<file path="config.mk">
export PLATFORM = sky130hd
export DESIGN_NAME = lpms_sequencer
export DESIGN_NICKNAME = d
export VERILOG_FILES = /design/src/rtl/lpms_sequencer.v
export VERILOG_INCLUDE_DIRS = /design/src /design/src/rtl
export SDC_FILE = /design/constraint.sdc
export NUM_CORES = 1
export LEC_CHECK = 0
export ABC_AREA = 1
export BUFFER_PORTS_ARGS = -buffer_cell sky130_fd_sc_hd__buf_2
export CORE_ASPECT_RATIO = 0.75
export CORE_UTILIZATION = 45
export CTS_CLUSTER_DIAMETER = 30
export CTS_CLUSTER_SIZE = 8
export DETAILED_ROUTE_END_ITERATION = 8
export GPL_TIMING_DRIVEN = 0
export HOLD_SLACK_MARGIN = 0.08
export PLACE_DENSITY = 0.72
export SYNTH_ARGS = -nofsm -noshare
export SYNTH_HDL_FRONTEND = slang
export SYNTH_SLANG_ARGS = --single-unit
</file>
<file path="constraint.sdc">
create_clock -name sys_clk -period 3.7 [get_ports sys_clk]
set_input_delay 0.185 -clock sys_clk [delete_from_list [all_inputs] [get_ports sys_clk]]
set_output_delay 0.185 -clock sys_clk [all_outputs]
set_load 0.02 [all_outputs]
</file>
<file path="src/rtl/lpms_defs.vh">
// constants of the low power mode sequencer: register map, field positions,
// mode and clock codes, and the default re-power counts.
// assumes it is included by its bare name from the sequencer source.
`ifndef LPMS_DEFS_VH
`define LPMS_DEFS_VH

// ****************************************************************
// register map (byte offsets on the plain register port)
// ****************************************************************
`define LPMS_ADDR_W 4
`define LPMS_OFF_CTRL 4'h0
`define LPMS_OFF_STATUS 4'h4
`define LPMS_OFF_WAKE_CAUSE 4'h8
`define LPMS_CTRL_RESET 2'h0

// ****************************************************************
// target mode codes carried with the sleep request
// ****************************************************************
`define LPMS_MODE_SLEEP 3'h0
`define LPMS_MODE_DEEP 3'h1
`define LPMS_MODE_DEEP1 3'h2
`define LPMS_MODE_DEEP2 3'h3
`define LPMS_MODE_STANDBY 3'h4

// ****************************************************************
// system clock source codes
// ****************************************************************
`define LPMS_CLK_RC8 2'h0
`define LPMS_CLK_CRYSTAL 2'h1
`define LPMS_CLK_PLL 2'h2
`define LPMS_CLK_RC48 2'h3

// ****************************************************************
// boot target codes
// ****************************************************************
`define LPMS_BOOT_FLASH 2'h0
`define LPMS_BOOT_SYSMEM 2'h1
`define LPMS_BOOT_SRAM 2'h2

// ****************************************************************
// wake cause bit positions
// ****************************************************************
`define LPMS_WC_IRQ 0
`define LPMS_WC_EXT 1
`define LPMS_WC_RTC 2
`define LPMS_WC_LVD 3
`define LPMS_WC_USB 4
`define LPMS_WC_ENET 5
`define LPMS_WC_I2C 6
`define LPMS_WC_USART 7
`define LPMS_WC_RSTPIN 8
`define LPMS_WC_WDG 9
`define LPMS_WC_WAKEUP_PIN 10
`define LPMS_WC_W 11

// ****************************************************************
// timing counts in sys_clk cycles
// ****************************************************************
`define LPMS_BOOT_SETTLE 2'h3
`define LPMS_DEEP1_REPOWER 16
`define LPMS_DEEP2_REPOWER 32

`endif

</file>
<file path="src/rtl/lpms_sequencer.v">
// low power mode sequencer: moves the chip between run, sleep, three
// deep-sleep grades and standby, gates clocks, oscillators and domain power,
// picks the wake sources per mode and latches the boot target.
// assumes one 50 MHz sys_clk, the cpu on the same clock, and wake sources,
// boot pins and the reset pin arriving asynchronously.
//
// Behaviour
// - sample boot pins at startup; pick flash, loader or sram; flash default
// - sleep stops only the core clock; any interrupt or event wakes
// - deep-sleep grades stop 1.1V clocks, rc oscillators, crystal, plls
// - basic deep-sleep keeps all sram and registers powered
// - every deep-sleep grade wakes on any event controller source
// - leaving any deep-sleep grade forces system clock to the 8 MHz rc
// - deep-sleep 1 removes power from switchable domain b
// - wake from deep-sleep 1 waits extra to re-power domain b
// - deep-sleep 2 removes both switchable domains, keeps only low sram
// - wake from deep-sleep 2 waits extra to re-power both domains
// - standby powers off 1.1V domain, regulator and all oscillators
// - standby exits only on reset pin, rtc alarm, watchdog, wakeup pin rise
// - independent watchdog keeps running in every low power mode
`timescale 1ns/100ps
`default_nettype none
`include "lpms_defs.vh"

module lpms_sequencer #(
   parameter CNT_W = 8,
   parameter DEEP1_REPOWER = `LPMS_DEEP1_REPOWER,
   parameter DEEP2_REPOWER = `LPMS_DEEP2_REPOWER
) (
   input wire sys_clk,
   input wire reset,
   // register port
   input wire [`LPMS_ADDR_W-1:0] reg_addr,
   input wire [31:0] reg_wdata,
   input wire reg_write,
   input wire reg_read,
   output reg [31:0] reg_rdata,
   // cpu side
   input wire sleep_req,
   input wire [2:0] sleep_mode,
   input wire any_irq,
   // asynchronous pins and wake sources
   input wire boot0_pin,
   input wire boot1_pin,
   input wire [15:0] external_event_controller_lines,
   input wire rtc_alarm,
   input wire low_voltage_detector,
   input wire usb_wake,
   input wire enet_wake,
   input wire i2c_wake,
   input wire usart_wake,
   input wire external_reset_pin_n,
   input wire independent_watchdog_reset,
   input wire wakeup_pin,
   // power and clock controls
   output reg core_clk_en,
   output reg domain_clk_en,
   output reg internal_rc_8mhz_en,
   output reg internal_rc_48mhz_en,
   output reg external_fast_crystal_osc_en,
   output reg pll_en,
   output reg switchable_core_domain_a_pwr,
   output reg switchable_core_domain_b_pwr,
   output reg core_regulator_en,
   output reg sram_upper_retain,
   output wire independent_watchdog_run,
   output reg [1:0] sysclk_src,
   output reg [1:0] boot_target,
   output reg boot_valid,
   output reg chip_restart
);

   // ****************************************************************
   // states
   // ****************************************************************
   localparam ST_BOOT = 3'h0;
   localparam ST_RUN = 3'h1;
   localparam ST_SLEEP = 3'h2;
   localparam ST_DEEP = 3'h3;
   localparam ST_STANDBY = 3'h4;
   localparam ST_POWERUP = 3'h5;
   localparam SYNC_W = 27;

   reg [2:0] state;
   reg [2:0] next_state;
   reg [2:0] mode;
   reg [2:0] next_mode;
   reg [CNT_W-1:0] repower_cnt;
   reg [CNT_W-1:0] next_repower_cnt;
   reg [1:0] boot_cnt;
   reg [SYNC_W-1:0] sync1;
   reg [SYNC_W-1:0] sync2;
   reg wakeup_pin_prev;
   reg [`LPMS_WC_W-1:0] wake_cause;
   reg [`LPMS_WC_W-1:0] wake_hit;
   reg deep_exit;
   reg restart_now;
   wire [9:0] ctl;

   // control vector of a state:
   // {core, dom clk, rc8, rc48, xtal, pll, dom a, dom b, regulator, sram hi}
   function [9:0] ctl_of;
      input [2:0] st;
      input [2:0] md;
      begin
         case (st)
            ST_SLEEP: ctl_of = 10'h1ff; // only the core clock stops
            ST_DEEP: begin
               // clocks and oscillators off; power by grade
               ctl_of = {6'h00,
                         md != `LPMS_MODE_DEEP2, // domain a
                         md == `LPMS_MODE_DEEP, // domain b
                         1'b1,
                         md != `LPMS_MODE_DEEP2}; // low sram only
            end
            ST_STANDBY: ctl_of = 10'h000; // whole 1.1V area off
            // re-powering: domains up, rc8 clocking, core still gated
            ST_POWERUP: ctl_of = 10'h18f;
            default: ctl_of = 10'h3ff;
         endcase
      end
   endfunction

   // ****************************************************************
   // input synchronisers
   // ****************************************************************
   // all asynchronous inputs pass two flops; only sync2 is read
   always @(posedge sys_clk or posedge reset) begin
      if (reset) begin
         // reset pin bit starts released so standby sees no false wake
         sync1 <= {{(SYNC_W-3){1'b0}}, 3'h4};
         sync2 <= {{(SYNC_W-3){1'b0}}, 3'h4};
         wakeup_pin_prev <= 1'b0;
      end else begin
         sync1 <= {boot1_pin, boot0_pin, external_event_controller_lines,
                   rtc_alarm, low_voltage_detector, usb_wake, enet_wake,
                   i2c_wake, usart_wake, external_reset_pin_n,
                   independent_watchdog_reset, wakeup_pin};
         sync2 <= sync1;
         wakeup_pin_prev <= sync2[0];
      end
   end

   wire s_boot1 = sync2[26];
   wire s_boot0 = sync2[25];
   wire [15:0] s_ext = sync2[24:9];
   wire s_rtc = sync2[8];
   wire s_lvd = sync2[7];
   wire s_usb = sync2[6];
   wire s_enet = sync2[5];
   wire s_i2c = sync2[4];
   wire s_usart = sync2[3];
   wire s_rst_n = sync2[2];
   wire s_wdg = sync2[1];
   wire wakeup_pin_rise = sync2[0] & ~wakeup_pin_prev;

   // the watchdog has its own rc clock; no mode here ever stops it
   assign independent_watchdog_run = 1'b1;

   // ****************************************************************
   // wake source selection
   // ****************************************************************
   // which sources count depends on the mode being left
   always @* begin
      wake_hit = {`LPMS_WC_W{1'b0}};
      if (state == ST_SLEEP || state == ST_DEEP) begin
         wake_hit[`LPMS_WC_EXT] = |s_ext;
         wake_hit[`LPMS_WC_RTC] = s_rtc;
         wake_hit[`LPMS_WC_LVD] = s_lvd;
         wake_hit[`LPMS_WC_USB] = s_usb;
         wake_hit[`LPMS_WC_ENET] = s_enet;
         wake_hit[`LPMS_WC_I2C] = s_i2c;
         wake_hit[`LPMS_WC_USART] = s_usart;
      end
      if (state == ST_SLEEP) begin
         // peripherals still clocked, so any interrupt wakes
         wake_hit[`LPMS_WC_IRQ] = any_irq;
      end
      if (state == ST_STANDBY) begin
         wake_hit[`LPMS_WC_RSTPIN] = ~s_rst_n;
         wake_hit[`LPMS_WC_RTC] = s_rtc;
         wake_hit[`LPMS_WC_WDG] = s_wdg;
         wake_hit[`LPMS_WC_WAKEUP_PIN] = wakeup_pin_rise;
      end
   end

   // ****************************************************************
   // mode sequencing
   // ****************************************************************
   always @* begin
      next_state = state;
      next_mode = mode;
      next_repower_cnt = repower_cnt;
      deep_exit = 1'b0;
      restart_now = 1'b0;
      case (state)
         ST_BOOT: begin
            if (boot_cnt == `LPMS_BOOT_SETTLE) begin
               next_state = ST_RUN;
            end
         end
         ST_RUN: begin
            // only a request held this cycle is acted on
            if (sleep_req) begin
               next_mode = sleep_mode;
               case (sleep_mode)
                  `LPMS_MODE_SLEEP: next_state = ST_SLEEP;
                  `LPMS_MODE_DEEP: next_state = ST_DEEP;
                  `LPMS_MODE_DEEP1: next_state = ST_DEEP;
                  `LPMS_MODE_DEEP2: next_state = ST_DEEP;
                  `LPMS_MODE_STANDBY: next_state = ST_STANDBY;
                  default: next_mode = mode; // unknown codes ignored
               endcase
            end
         end
         ST_SLEEP: begin
            if (|wake_hit) begin
               next_state = ST_RUN;
            end
         end
         ST_DEEP: begin
            if (|wake_hit) begin
               deep_exit = 1'b1;
               if (mode == `LPMS_MODE_DEEP1) begin
                  next_state = ST_POWERUP;
                  next_repower_cnt = DEEP1_REPOWER[CNT_W-1:0];
               end else if (mode == `LPMS_MODE_DEEP2) begin
                  next_state = ST_POWERUP;
                  next_repower_cnt = DEEP2_REPOWER[CNT_W-1:0];
               end else begin
                  next_state = ST_RUN;
               end
            end
         end
         ST_STANDBY: begin
            // leaving standby restarts the chip and resamples boot
            if (|wake_hit) begin
               next_state = ST_BOOT;
               restart_now = 1'b1;
            end
         end
         ST_POWERUP: begin
            // core clock released only when the count runs out
            if (repower_cnt <= {{(CNT_W-1){1'b0}}, 1'b1}) begin
               next_state = ST_RUN;
               next_repower_cnt = {CNT_W{1'b0}};
            end else begin
               next_repower_cnt = repower_cnt - {{(CNT_W-1){1'b0}}, 1'b1};
            end
         end
         default: next_state = ST_BOOT;
      endcase
   end

   assign ctl = ctl_of(next_state, next_mode);

   // state, counters and registered power controls
   always @(posedge sys_clk or posedge reset) begin
      if (reset) begin
         state <= ST_BOOT;
         mode <= `LPMS_MODE_SLEEP;
         repower_cnt <= {CNT_W{1'b0}};
         boot_cnt <= 2'h0;
         {core_clk_en, domain_clk_en, internal_rc_8mhz_en,
          internal_rc_48mhz_en, external_fast_crystal_osc_en, pll_en,
          switchable_core_domain_a_pwr, switchable_core_domain_b_pwr,
          core_regulator_en, sram_upper_retain} <= 10'h3ff;
         chip_restart <= 1'b0;
      end else begin
         state <= next_state;
         mode <= next_mode;
         repower_cnt <= next_repower_cnt;
         {core_clk_en, domain_clk_en, internal_rc_8mhz_en,
          internal_rc_48mhz_en, external_fast_crystal_osc_en, pll_en,
          switchable_core_domain_a_pwr, switchable_core_domain_b_pwr,
          core_regulator_en, sram_upper_retain} <= ctl;
         chip_restart <= restart_now;
         if (next_state == ST_BOOT) begin
            if (state != ST_BOOT) begin
               boot_cnt <= 2'h0;
            end else if (boot_cnt != `LPMS_BOOT_SETTLE) begin
               boot_cnt <= boot_cnt + 2'h1;
            end
         end
      end
   end

   // ****************************************************************
   // boot target latch
   // ****************************************************************
   // pins are caught once the synchroniser has settled, not at reset
   always @(posedge sys_clk or posedge reset) begin
      if (reset) begin
         boot_target <= `LPMS_BOOT_FLASH;
         boot_valid <= 1'b0;
      end else if (state == ST_STANDBY && next_state == ST_BOOT) begin
         boot_valid <= 1'b0;
      end else if (state == ST_BOOT && boot_cnt == `LPMS_BOOT_SETTLE) begin
         boot_valid <= 1'b1;
         if (!s_boot0) begin
            boot_target <= `LPMS_BOOT_FLASH;
         end else if (!s_boot1) begin
            boot_target <= `LPMS_BOOT_SYSMEM;
         end else begin
            boot_target <= `LPMS_BOOT_SRAM;
         end
      end
   end

   // ****************************************************************
   // register port
   // ****************************************************************
   // clock select: deep-sleep exit overrides a write in the same cycle
   always @(posedge sys_clk or posedge reset) begin
      if (reset) begin
         sysclk_src <= `LPMS_CTRL_RESET;
      end else if (deep_exit || restart_now) begin
         sysclk_src <= `LPMS_CLK_RC8;
      end else if (reg_write && reg_addr == `LPMS_OFF_CTRL) begin
         sysclk_src <= reg_wdata[1:0];
      end
   end

   // sticky wake causes, write one to clear; a new set beats the clear
   always @(posedge sys_clk or posedge reset) begin
      if (reset) begin
         wake_cause <= {`LPMS_WC_W{1'b0}};
      end else if (reg_write && reg_addr == `LPMS_OFF_WAKE_CAUSE) begin
         wake_cause <= (wake_cause & ~reg_wdata[`LPMS_WC_W-1:0]) | wake_hit;
      end else begin
         wake_cause <= wake_cause | wake_hit;
      end
   end

   // read data stands the cycle after the strobe; unmapped reads zero
   always @(posedge sys_clk or posedge reset) begin
      if (reset) begin
         reg_rdata <= 32'h00000000;
      end else if (reg_read) begin
         case (reg_addr)
            `LPMS_OFF_CTRL: reg_rdata <= {30'h00000000, sysclk_src};
            `LPMS_OFF_STATUS: reg_rdata <= {21'h000000, mode, 1'b0,
                                            boot_valid, boot_target,
                                            1'b0, state};
            `LPMS_OFF_WAKE_CAUSE: reg_rdata <= {21'h000000, wake_cause};
            default: reg_rdata <= 32'h00000000;
         endcase
      end else begin
         reg_rdata <= 32'h00000000;
      end
   end

endmodule // lpms_sequencer

`default_nettype wire

</file>
==> impl_metrics.py, run 1 <==
metrics = {
    "synth": {
        "synth_most_common_cell": "dfrtp_1",
        "synth_area_um2": 4240,
        "seq_area_frac_synth_pct": 62.2,
        "synth_cell_type_count": 38,
        "post-synth-top-area-fraction_pct": 57.3,
        "synth_top_cells_by_area": "dfrtp_1 57%, nand2_1 5.6%, dfstp_2 5.0%",
        "synth_edf_count": 0,
        "ys_ff_latch": 105,
        "synth_ff_type": "dfrtp_1",
        "synth_cells": 408,
        "synthArstFlopShare_pct": 100,
        "synth_area_leader_cell": "dfrtp_1",
        "ys_warn_count": 0,
        "synth_common_cells": "97 x dfrtp_1, 63 x nand2_1, 47 x inv_1",
        "avgSynthCellArea_um2": 10.4,
    },
    "floorplan": {
        "dieHeight_um": 86.0,
        "core-area_um2": 9080,
        "boundaryPins": 121,
        "dieArea_um2": 9810,
        "start_util_pct": 46.7,
        "num_rows": 30,
        "die_x_um": 114,
    },
    "placement": {
        "io_buffer_count": 77,
        "dp_hpwl_um": 6120,
        "place_inst": 634,
        "gp_congestion": 0.829,
    },
    "clock_tree": {
        "cts_tree": "built",
        "cts_sinks": 105,
        "clk_pin_slew_ns": 0.07,
        "cts_made_buffers": 9,
        "htreeDepth": 3,
        "cts_max_path_buffers": 2,
        "clockRootBuffer": "clkbuf_16",
        "insertion_delay_ns": 0.35,
    },
    "worst_setup_path": {
        "crit_chain": "inv_1 -> ha_1 -> nor2_1 -> nor2_1 -> nand4_1 -> nand2_1 -> nand2_1 -> a21oi_4 -> nand2_4 -> o21bai_1 -> nand2_1",
        "startpoint": "repower_cnt[0]",
        "required_ns": 3.93,
        "cpMaxStageDelayCell": "dfrtp_1",
        "crit_buf_inv": 1,
        "critPathMaxStageDelay_ns": 0.43,
        "arrival_ns": 2.23,
        "cp_max_fo": 7,
        "worstSetupPathType": "flip-flop to flip-flop",
        "startpoint_type": "flip-flop",
        "critPathMostFrequentCell": "nand2_1",
        "cp-end-kind": "flip-flop",
        "cp_top_family": "simple AND/OR/NAND/NOR gates",
        "rr_startpoint": "repower_cnt[0]",
    },
    "final_layout": {
        "syn2layout_area_growth_pct": 29.4,
        "layout.nets": 620,
        "layout-drive-gt1-share_pct": 29.1,
        "utilization_pct": 60.4,
        "regArea_um2": 2640,
        "final_cells": 678,
        "multi_input_comb_area_um2": 1230,
        "diodes": 0,
        "fill_cells": 753,
    },
    "detailed_routing": {
        "vias": 3102,
        "drtPass1Iterations": 4,
        "wirelength_um": 8490,
        "drtIter0Drc": 128,
        "routed_via_density": 4.58,
        "route.detailed.wl_per_inst_um": 12.5,
        "drc_errors": 0,
        "ant_nets": 0,
    },
    "grt": {
        "grt_pass1_wl_um": 14100,
        "grt_overflow": 0,
        "grt.total_usage_pct": 19.1,
        "grt_antenna_before_repair": 0,
        "grt_start_max_net_pins": 64,
        "grt_pass1_vias": 2993,
    },
    "timing": {
        "fin_skew_ns": 0.00700,
        "worst-slew-pin-transition_ns": 0.504,
        "drv_slew": 0,
        "period_minus_slack_ns": 2.00,
        "rsz0062_at_grt": "no",
        "fin_crit_sh_pct": 54.1,
        "setup_viol": 0,
        "slew_headroom_pct": 66.4,
        "fmaxAchievable_mhz": 500,
        "hold_violations": 0,
    },
    "run": {
        "cap_violations": 0,
    },
    "power": {
        "p_per_area_nw_per_um2": 441,
        "p_sw_uw": 582,
        "intPower_uw": 1840,
        "power.leakage_uw": 0.00284,
        "power_frac_clock_pct": 40.7,
        "irDropWorstVdd_v": 0.000344,
        "pwr-share-comb_pct": 7.8,
        "finalPower_uw": 2420,
        "seqPwrFrac_pct": 51.4,
        "swShare_pct": 24.0,
    },
    "worst_hold_path": {
        "hp-start": "reg_read",
        "hold_path.class": "primary input to flip-flop",
    },
    "status": {
        "status": "completed",
    },
}
[flip-flops by register name, summed over array words and instances, names as in the netlist]
register	count
boot_cnt	2
boot_target	2
boot_valid	1
chip_restart	1
core_clk_en	1
core_regulator_en	1
domain_clk_en	1
external_fast_crystal_osc_en	1
mode	3
reg_rdata	11
repower_cnt	8
sram_upper_retain	1
state	3
switchable_core_domain_b_pwr	1
sync1	27
sync2	27
sysclk_src	2
wake_cause	11
wakeup_pin_prev	1
[placed cells by master, fill, tap and decap left out, types with 4 or more instances in the layout]
master / synthesis / final
dfrtp_1: 97 / 97
conb_1: 2 / 22
buf_2: 0 / 77
clkbuf_16: 0 / 9
nor2_1: 36 / 36
dfstp_2: 8 / 8
inv_2: 5 / 5
dlygate4sd3_1: 0 / 28
a21oi_1: 8 / 8
nand2_4: 4 / 4
nand4_1: 12 / 12
buf_4: 26 / 26
nand2_2: 6 / 6
nand3_1: 28 / 28
o21ai_0: 23 / 23
inv_1: 47 / 46
xor2_1: 4 / 4
nand2_1: 63 / 63
[power groups by stage]
stage	logic (uW)	registers, uW	clock network, uW
floorplan	100	1260	0
global placement	156	1260	0
detailed placement	165	1270	0
CTS	188	1240	1000
global route	213	1250	1060
finish	189	1240	986
[metrics by stage]
stage	hold WS [ns]	setup TNS [ns]	cell area, um2	setup WS, ns
4_1_cts	0.0916	0	5480	1.71
5_1_grt	0.109	0	5480	1.51
3_3_place_gp	0.291	-13.83	4860	-0.149
6_report	0.0977	0	5480	1.70
2_1_floorplan	0.189	0	4310	0.768
3_5_place_dp	0.257	0	4890	1.72
[timing repair]
item	4_1_cts	5_1_grt
hold buffers	28	0
buffers inserted	0	0
endpoints found under the hold margin	66	0
resized for setup	0	0
[final timing paths]
| check | endpoint | cells after the start | slack, ns |
|---|---|---|---|
| worst max-delay path | boot_cnt[0] | 11 | 1.70 |
| worst min-delay path | reg_rdata[0] | 3 | 0.1 |
| worst max register to register | boot_cnt[0] | 11 | 1.70 |
| worst min register to register | sync2[19] | 0 | 0.35 |
| max in group asynchronous | sram_upper_retain | 4 | 2.55 |
| min in group asynchronous | sync2[24] | 3 | 0.44 |
[routing by layer]
layer  up-vias  part of all wire (%)  track usage (%)
met3        15                   6.4             4.38
met4         0                   2.0             7.08
li1       1529                     -                -
met1      1453                    45             25.4
met5         -                     0                0
met2       105                    47             30.9
[cells by family after synthesis]
group,after synthesis,share of synthesized area (%)
other,2,0.177
flip-flops,105,62.2
XOR/XNOR,5,1.03
buffers and inverters,86,10.4
AND/OR/NAND/NOR,161,18.7
adder cells (fa/ha/maj),3,0.886
AO/OA/AOI/OAI,46,6.53
[worst min-delay path, stage by stage]
cell     delay, ns
buf_2         0.12
nand2_1       0.06
inv_1         0.05
[area by class of cell]
cell class                 instances  share of cell area (%)
multi-input combinational        237                    22.5
clock inverter                     7                    1.64
buffer                            31                    4.18
sequential                       105                    48.1
clock buffer                       9                    4.11
inverter                          55                    3.90
tap                              128                    2.92
timing repair buffer             106                    12.6
No activity file was read; power rests on OpenSTA's default activity.
==> inputs of run 2 (changes only) <==
- clock period: 3.7 -> 1.85 ns (I/O delays scaled with it)
==> run 2 against run 1 <==
Effect of this change: register-to-register slack worse by 1.6 ns; sequential cell count unchanged; core utilization up 2.7 points; critical path type unchanged; largest cell class unchanged.
==> impl_metrics.py, run 2 (same netlist as run 1, synthesis figures left out) <==
metrics = {
    "detailed_routing": {
        "drc_errors": 0,
        "ant_nets": 0,
        "routed_via_density": 4.62,
        "vias": 3228,
        "drtPass1Iterations": 4,
        "route.detailed.wl_per_inst_um": 12.9,
        "drtIter0Drc": 213,
        "wirelength_um": 9040,
    },
    "final_layout": {
        "layout.nets": 641,
        "regArea_um2": 2640,
        "reg_top3": "sync1 (27), sync2 (27)",
        "final_cell_mix": "97 x dfrtp_1, 77 x buf_2, 61 x nand2_1",
        "layout-drive-gt1-share_pct": 31.2,
        "diodes": 0,
        "layout_commonest_cell": "dfrtp_1",
        "final_cells": 699,
        "multi_input_comb_area_um2": 1280,
        "fill_cells": 723,
        "syn2layout_area_growth_pct": 35.2,
    },
    "timing": {
        "fin_skew_ns": 0.00700,
        "fmaxAchievable_mhz": 564,
        "hold_violations": 0,
        "fin_crit_sh_pct": 95.9,
        "setup_viol": 0,
        "period_minus_slack_ns": 1.77,
        "drv_slew": 0,
    },
    "worst_setup_path": {
        "crit_chain": "buf_6 -> nor2_4 -> nand3b_1 -> nand3_1 -> a21oi_2 -> nand2_4 -> nand3_4 -> nand2_4 -> inv_2 -> nand3_1 -> nand2_1",
        "critPathMaxStageDelay_ns": 0.37,
        "cp-end-kind": "flip-flop",
        "cp_max_fo": 8,
        "arrival_ns": 2.00,
        "cpMaxStageDelayCell": "dfrtp_1",
        "required_ns": 2.07,
        "worstSetupPathType": "flip-flop to flip-flop",
        "startpoint_type": "flip-flop",
    },
    "clock_tree": {
        "cts_tree": "built",
        "htreeDepth": 3,
        "cts_sinks": 105,
        "insertion_delay_ns": 0.34,
        "cts_made_buffers": 9,
        "clk_pin_slew_ns": 0.07,
        "clockRootBuffer": "clkbuf_16",
        "cts_max_path_buffers": 2,
    },
    "power": {
        "irDropWorstVdd_v": 0.000461,
        "pwr-share-comb_pct": 8.3,
        "p_sw_uw": 1260,
        "seqPwrFrac_pct": 51.4,
        "finalPower_uw": 4850,
        "intPower_uw": 3590,
        "power_frac_clock_pct": 40.3,
        "swShare_pct": 25.9,
        "power.leakage_uw": 0.00294,
        "p_per_area_nw_per_um2": 847,
    },
    "floorplan": {
        "core-area_um2": 9080,
        "start_util_pct": 46.7,
        "dieHeight_um": 86.0,
        "dieArea_um2": 9810,
        "die_x_um": 114,
        "boundaryPins": 121,
        "num_rows": 30,
    },
    "placement": {
        "gp_congestion": 0.866,
        "place_inst": 635,
        "io_buffer_count": 77,
        "dp_hpwl_um": 6200,
    },
    "grt": {
        "grt_overflow": 0,
        "grt_start_max_net_pins": 48,
        "grt_antenna_before_repair": 0,
        "grt.total_usage_pct": 19.7,
        "grt_pass1_vias": 3105,
        "grt_pass1_wl_um": 14600,
    },
    "worst_hold_path": {
        "hold_path.class": "primary input to flip-flop",
    },
    "run": {
        "cap_violations": 0,
    },
    "status": {
        "status": "completed",
    },
}
-- run 2: final timing paths --
check / from / depth (start not counted) / to / slack, ns
worst max-delay path: state[1] / 11 / boot_cnt[1] / 0.08
worst min-delay path: reg_wdata[9] / 4 / wake_cause[9] / 0.1
worst max register to register: state[1] / 11 / boot_cnt[1] / 0.08
worst min register to register: sync1[9] / 0 / sync2[9] / 0.35
max in group asynchronous: reset / 5 / sync1[2] / 0.66
min in group asynchronous: reset / 3 / sync1[14] / 0.29
-- run 2: cell type report --
cell class | instances | share of cell area (%)
clock inverter | 7 | 1.73
clock buffer | 9 | 3.93
tap | 128 | 2.80
sequential | 105 | 46.0
timing repair buffer | 127 | 15.4
buffer | 31 | 4.06
multi-input combinational | 237 | 22.3
inverter | 55 | 3.76
-- run 2: through the flow --
stage	instance area (um2)	hold slack (ns)	TNS [ns]	utilization (%)	setup WS, ns
after floorplan	4320	0.0970	0	-	0.167
after global placement	4860	0.198	-6.70	53.5	-0.0822
after detailed placement	4900	0.124	-0.472	54.0	-0.123
after CTS	5620	0.0827	0	61.9	0.0444
after global routing	5730	0.101	-0.0367	63.1	-0.0209
final	5730	0.0997	0	63.1	0.0762
-- run 2: power by group through the flow --
| stage | logic, uW | clock network, uW | registers, uW |
|---|---|---|---|
| 6_report | 402 | 1960 | 2490 |
| 5_1_grt | 448 | 2110 | 2500 |
| 4_1_cts | 395 | 2000 | 2490 |
| 3_5_place_dp | 333 | 0 | 2530 |
| 3_3_place_gp | 314 | 0 | 2530 |
| 2_1_floorplan | 201 | 0 | 2520 |
-- run 2: critical path: cells and delay by family (launching register included) --
kind	cells	cell delay, ns
buf+inv	2	0.21
flops	1	0.37
compound gates	1	0.06
simple gates	8	1.00
-- run 2: layer usage --
metal	routed length [um]	global-route usage, %	vias up
met1	4000	26.8	1507
li1	-	-	1572
met5	0	0	-
met4	150	8.15	0
met3	580	3.67	13
met2	4310	31.4	136
-- run 2: repair_timing --
item / in CTS / in global routing
buffers inserted: 2 / 7
hold buffers: 38 / 1
setup endpoints to repair: 6 / 8
hold endpoints to repair: 59 / 1
pin swaps: 1 / 5
gates resized for setup: 1 / 10
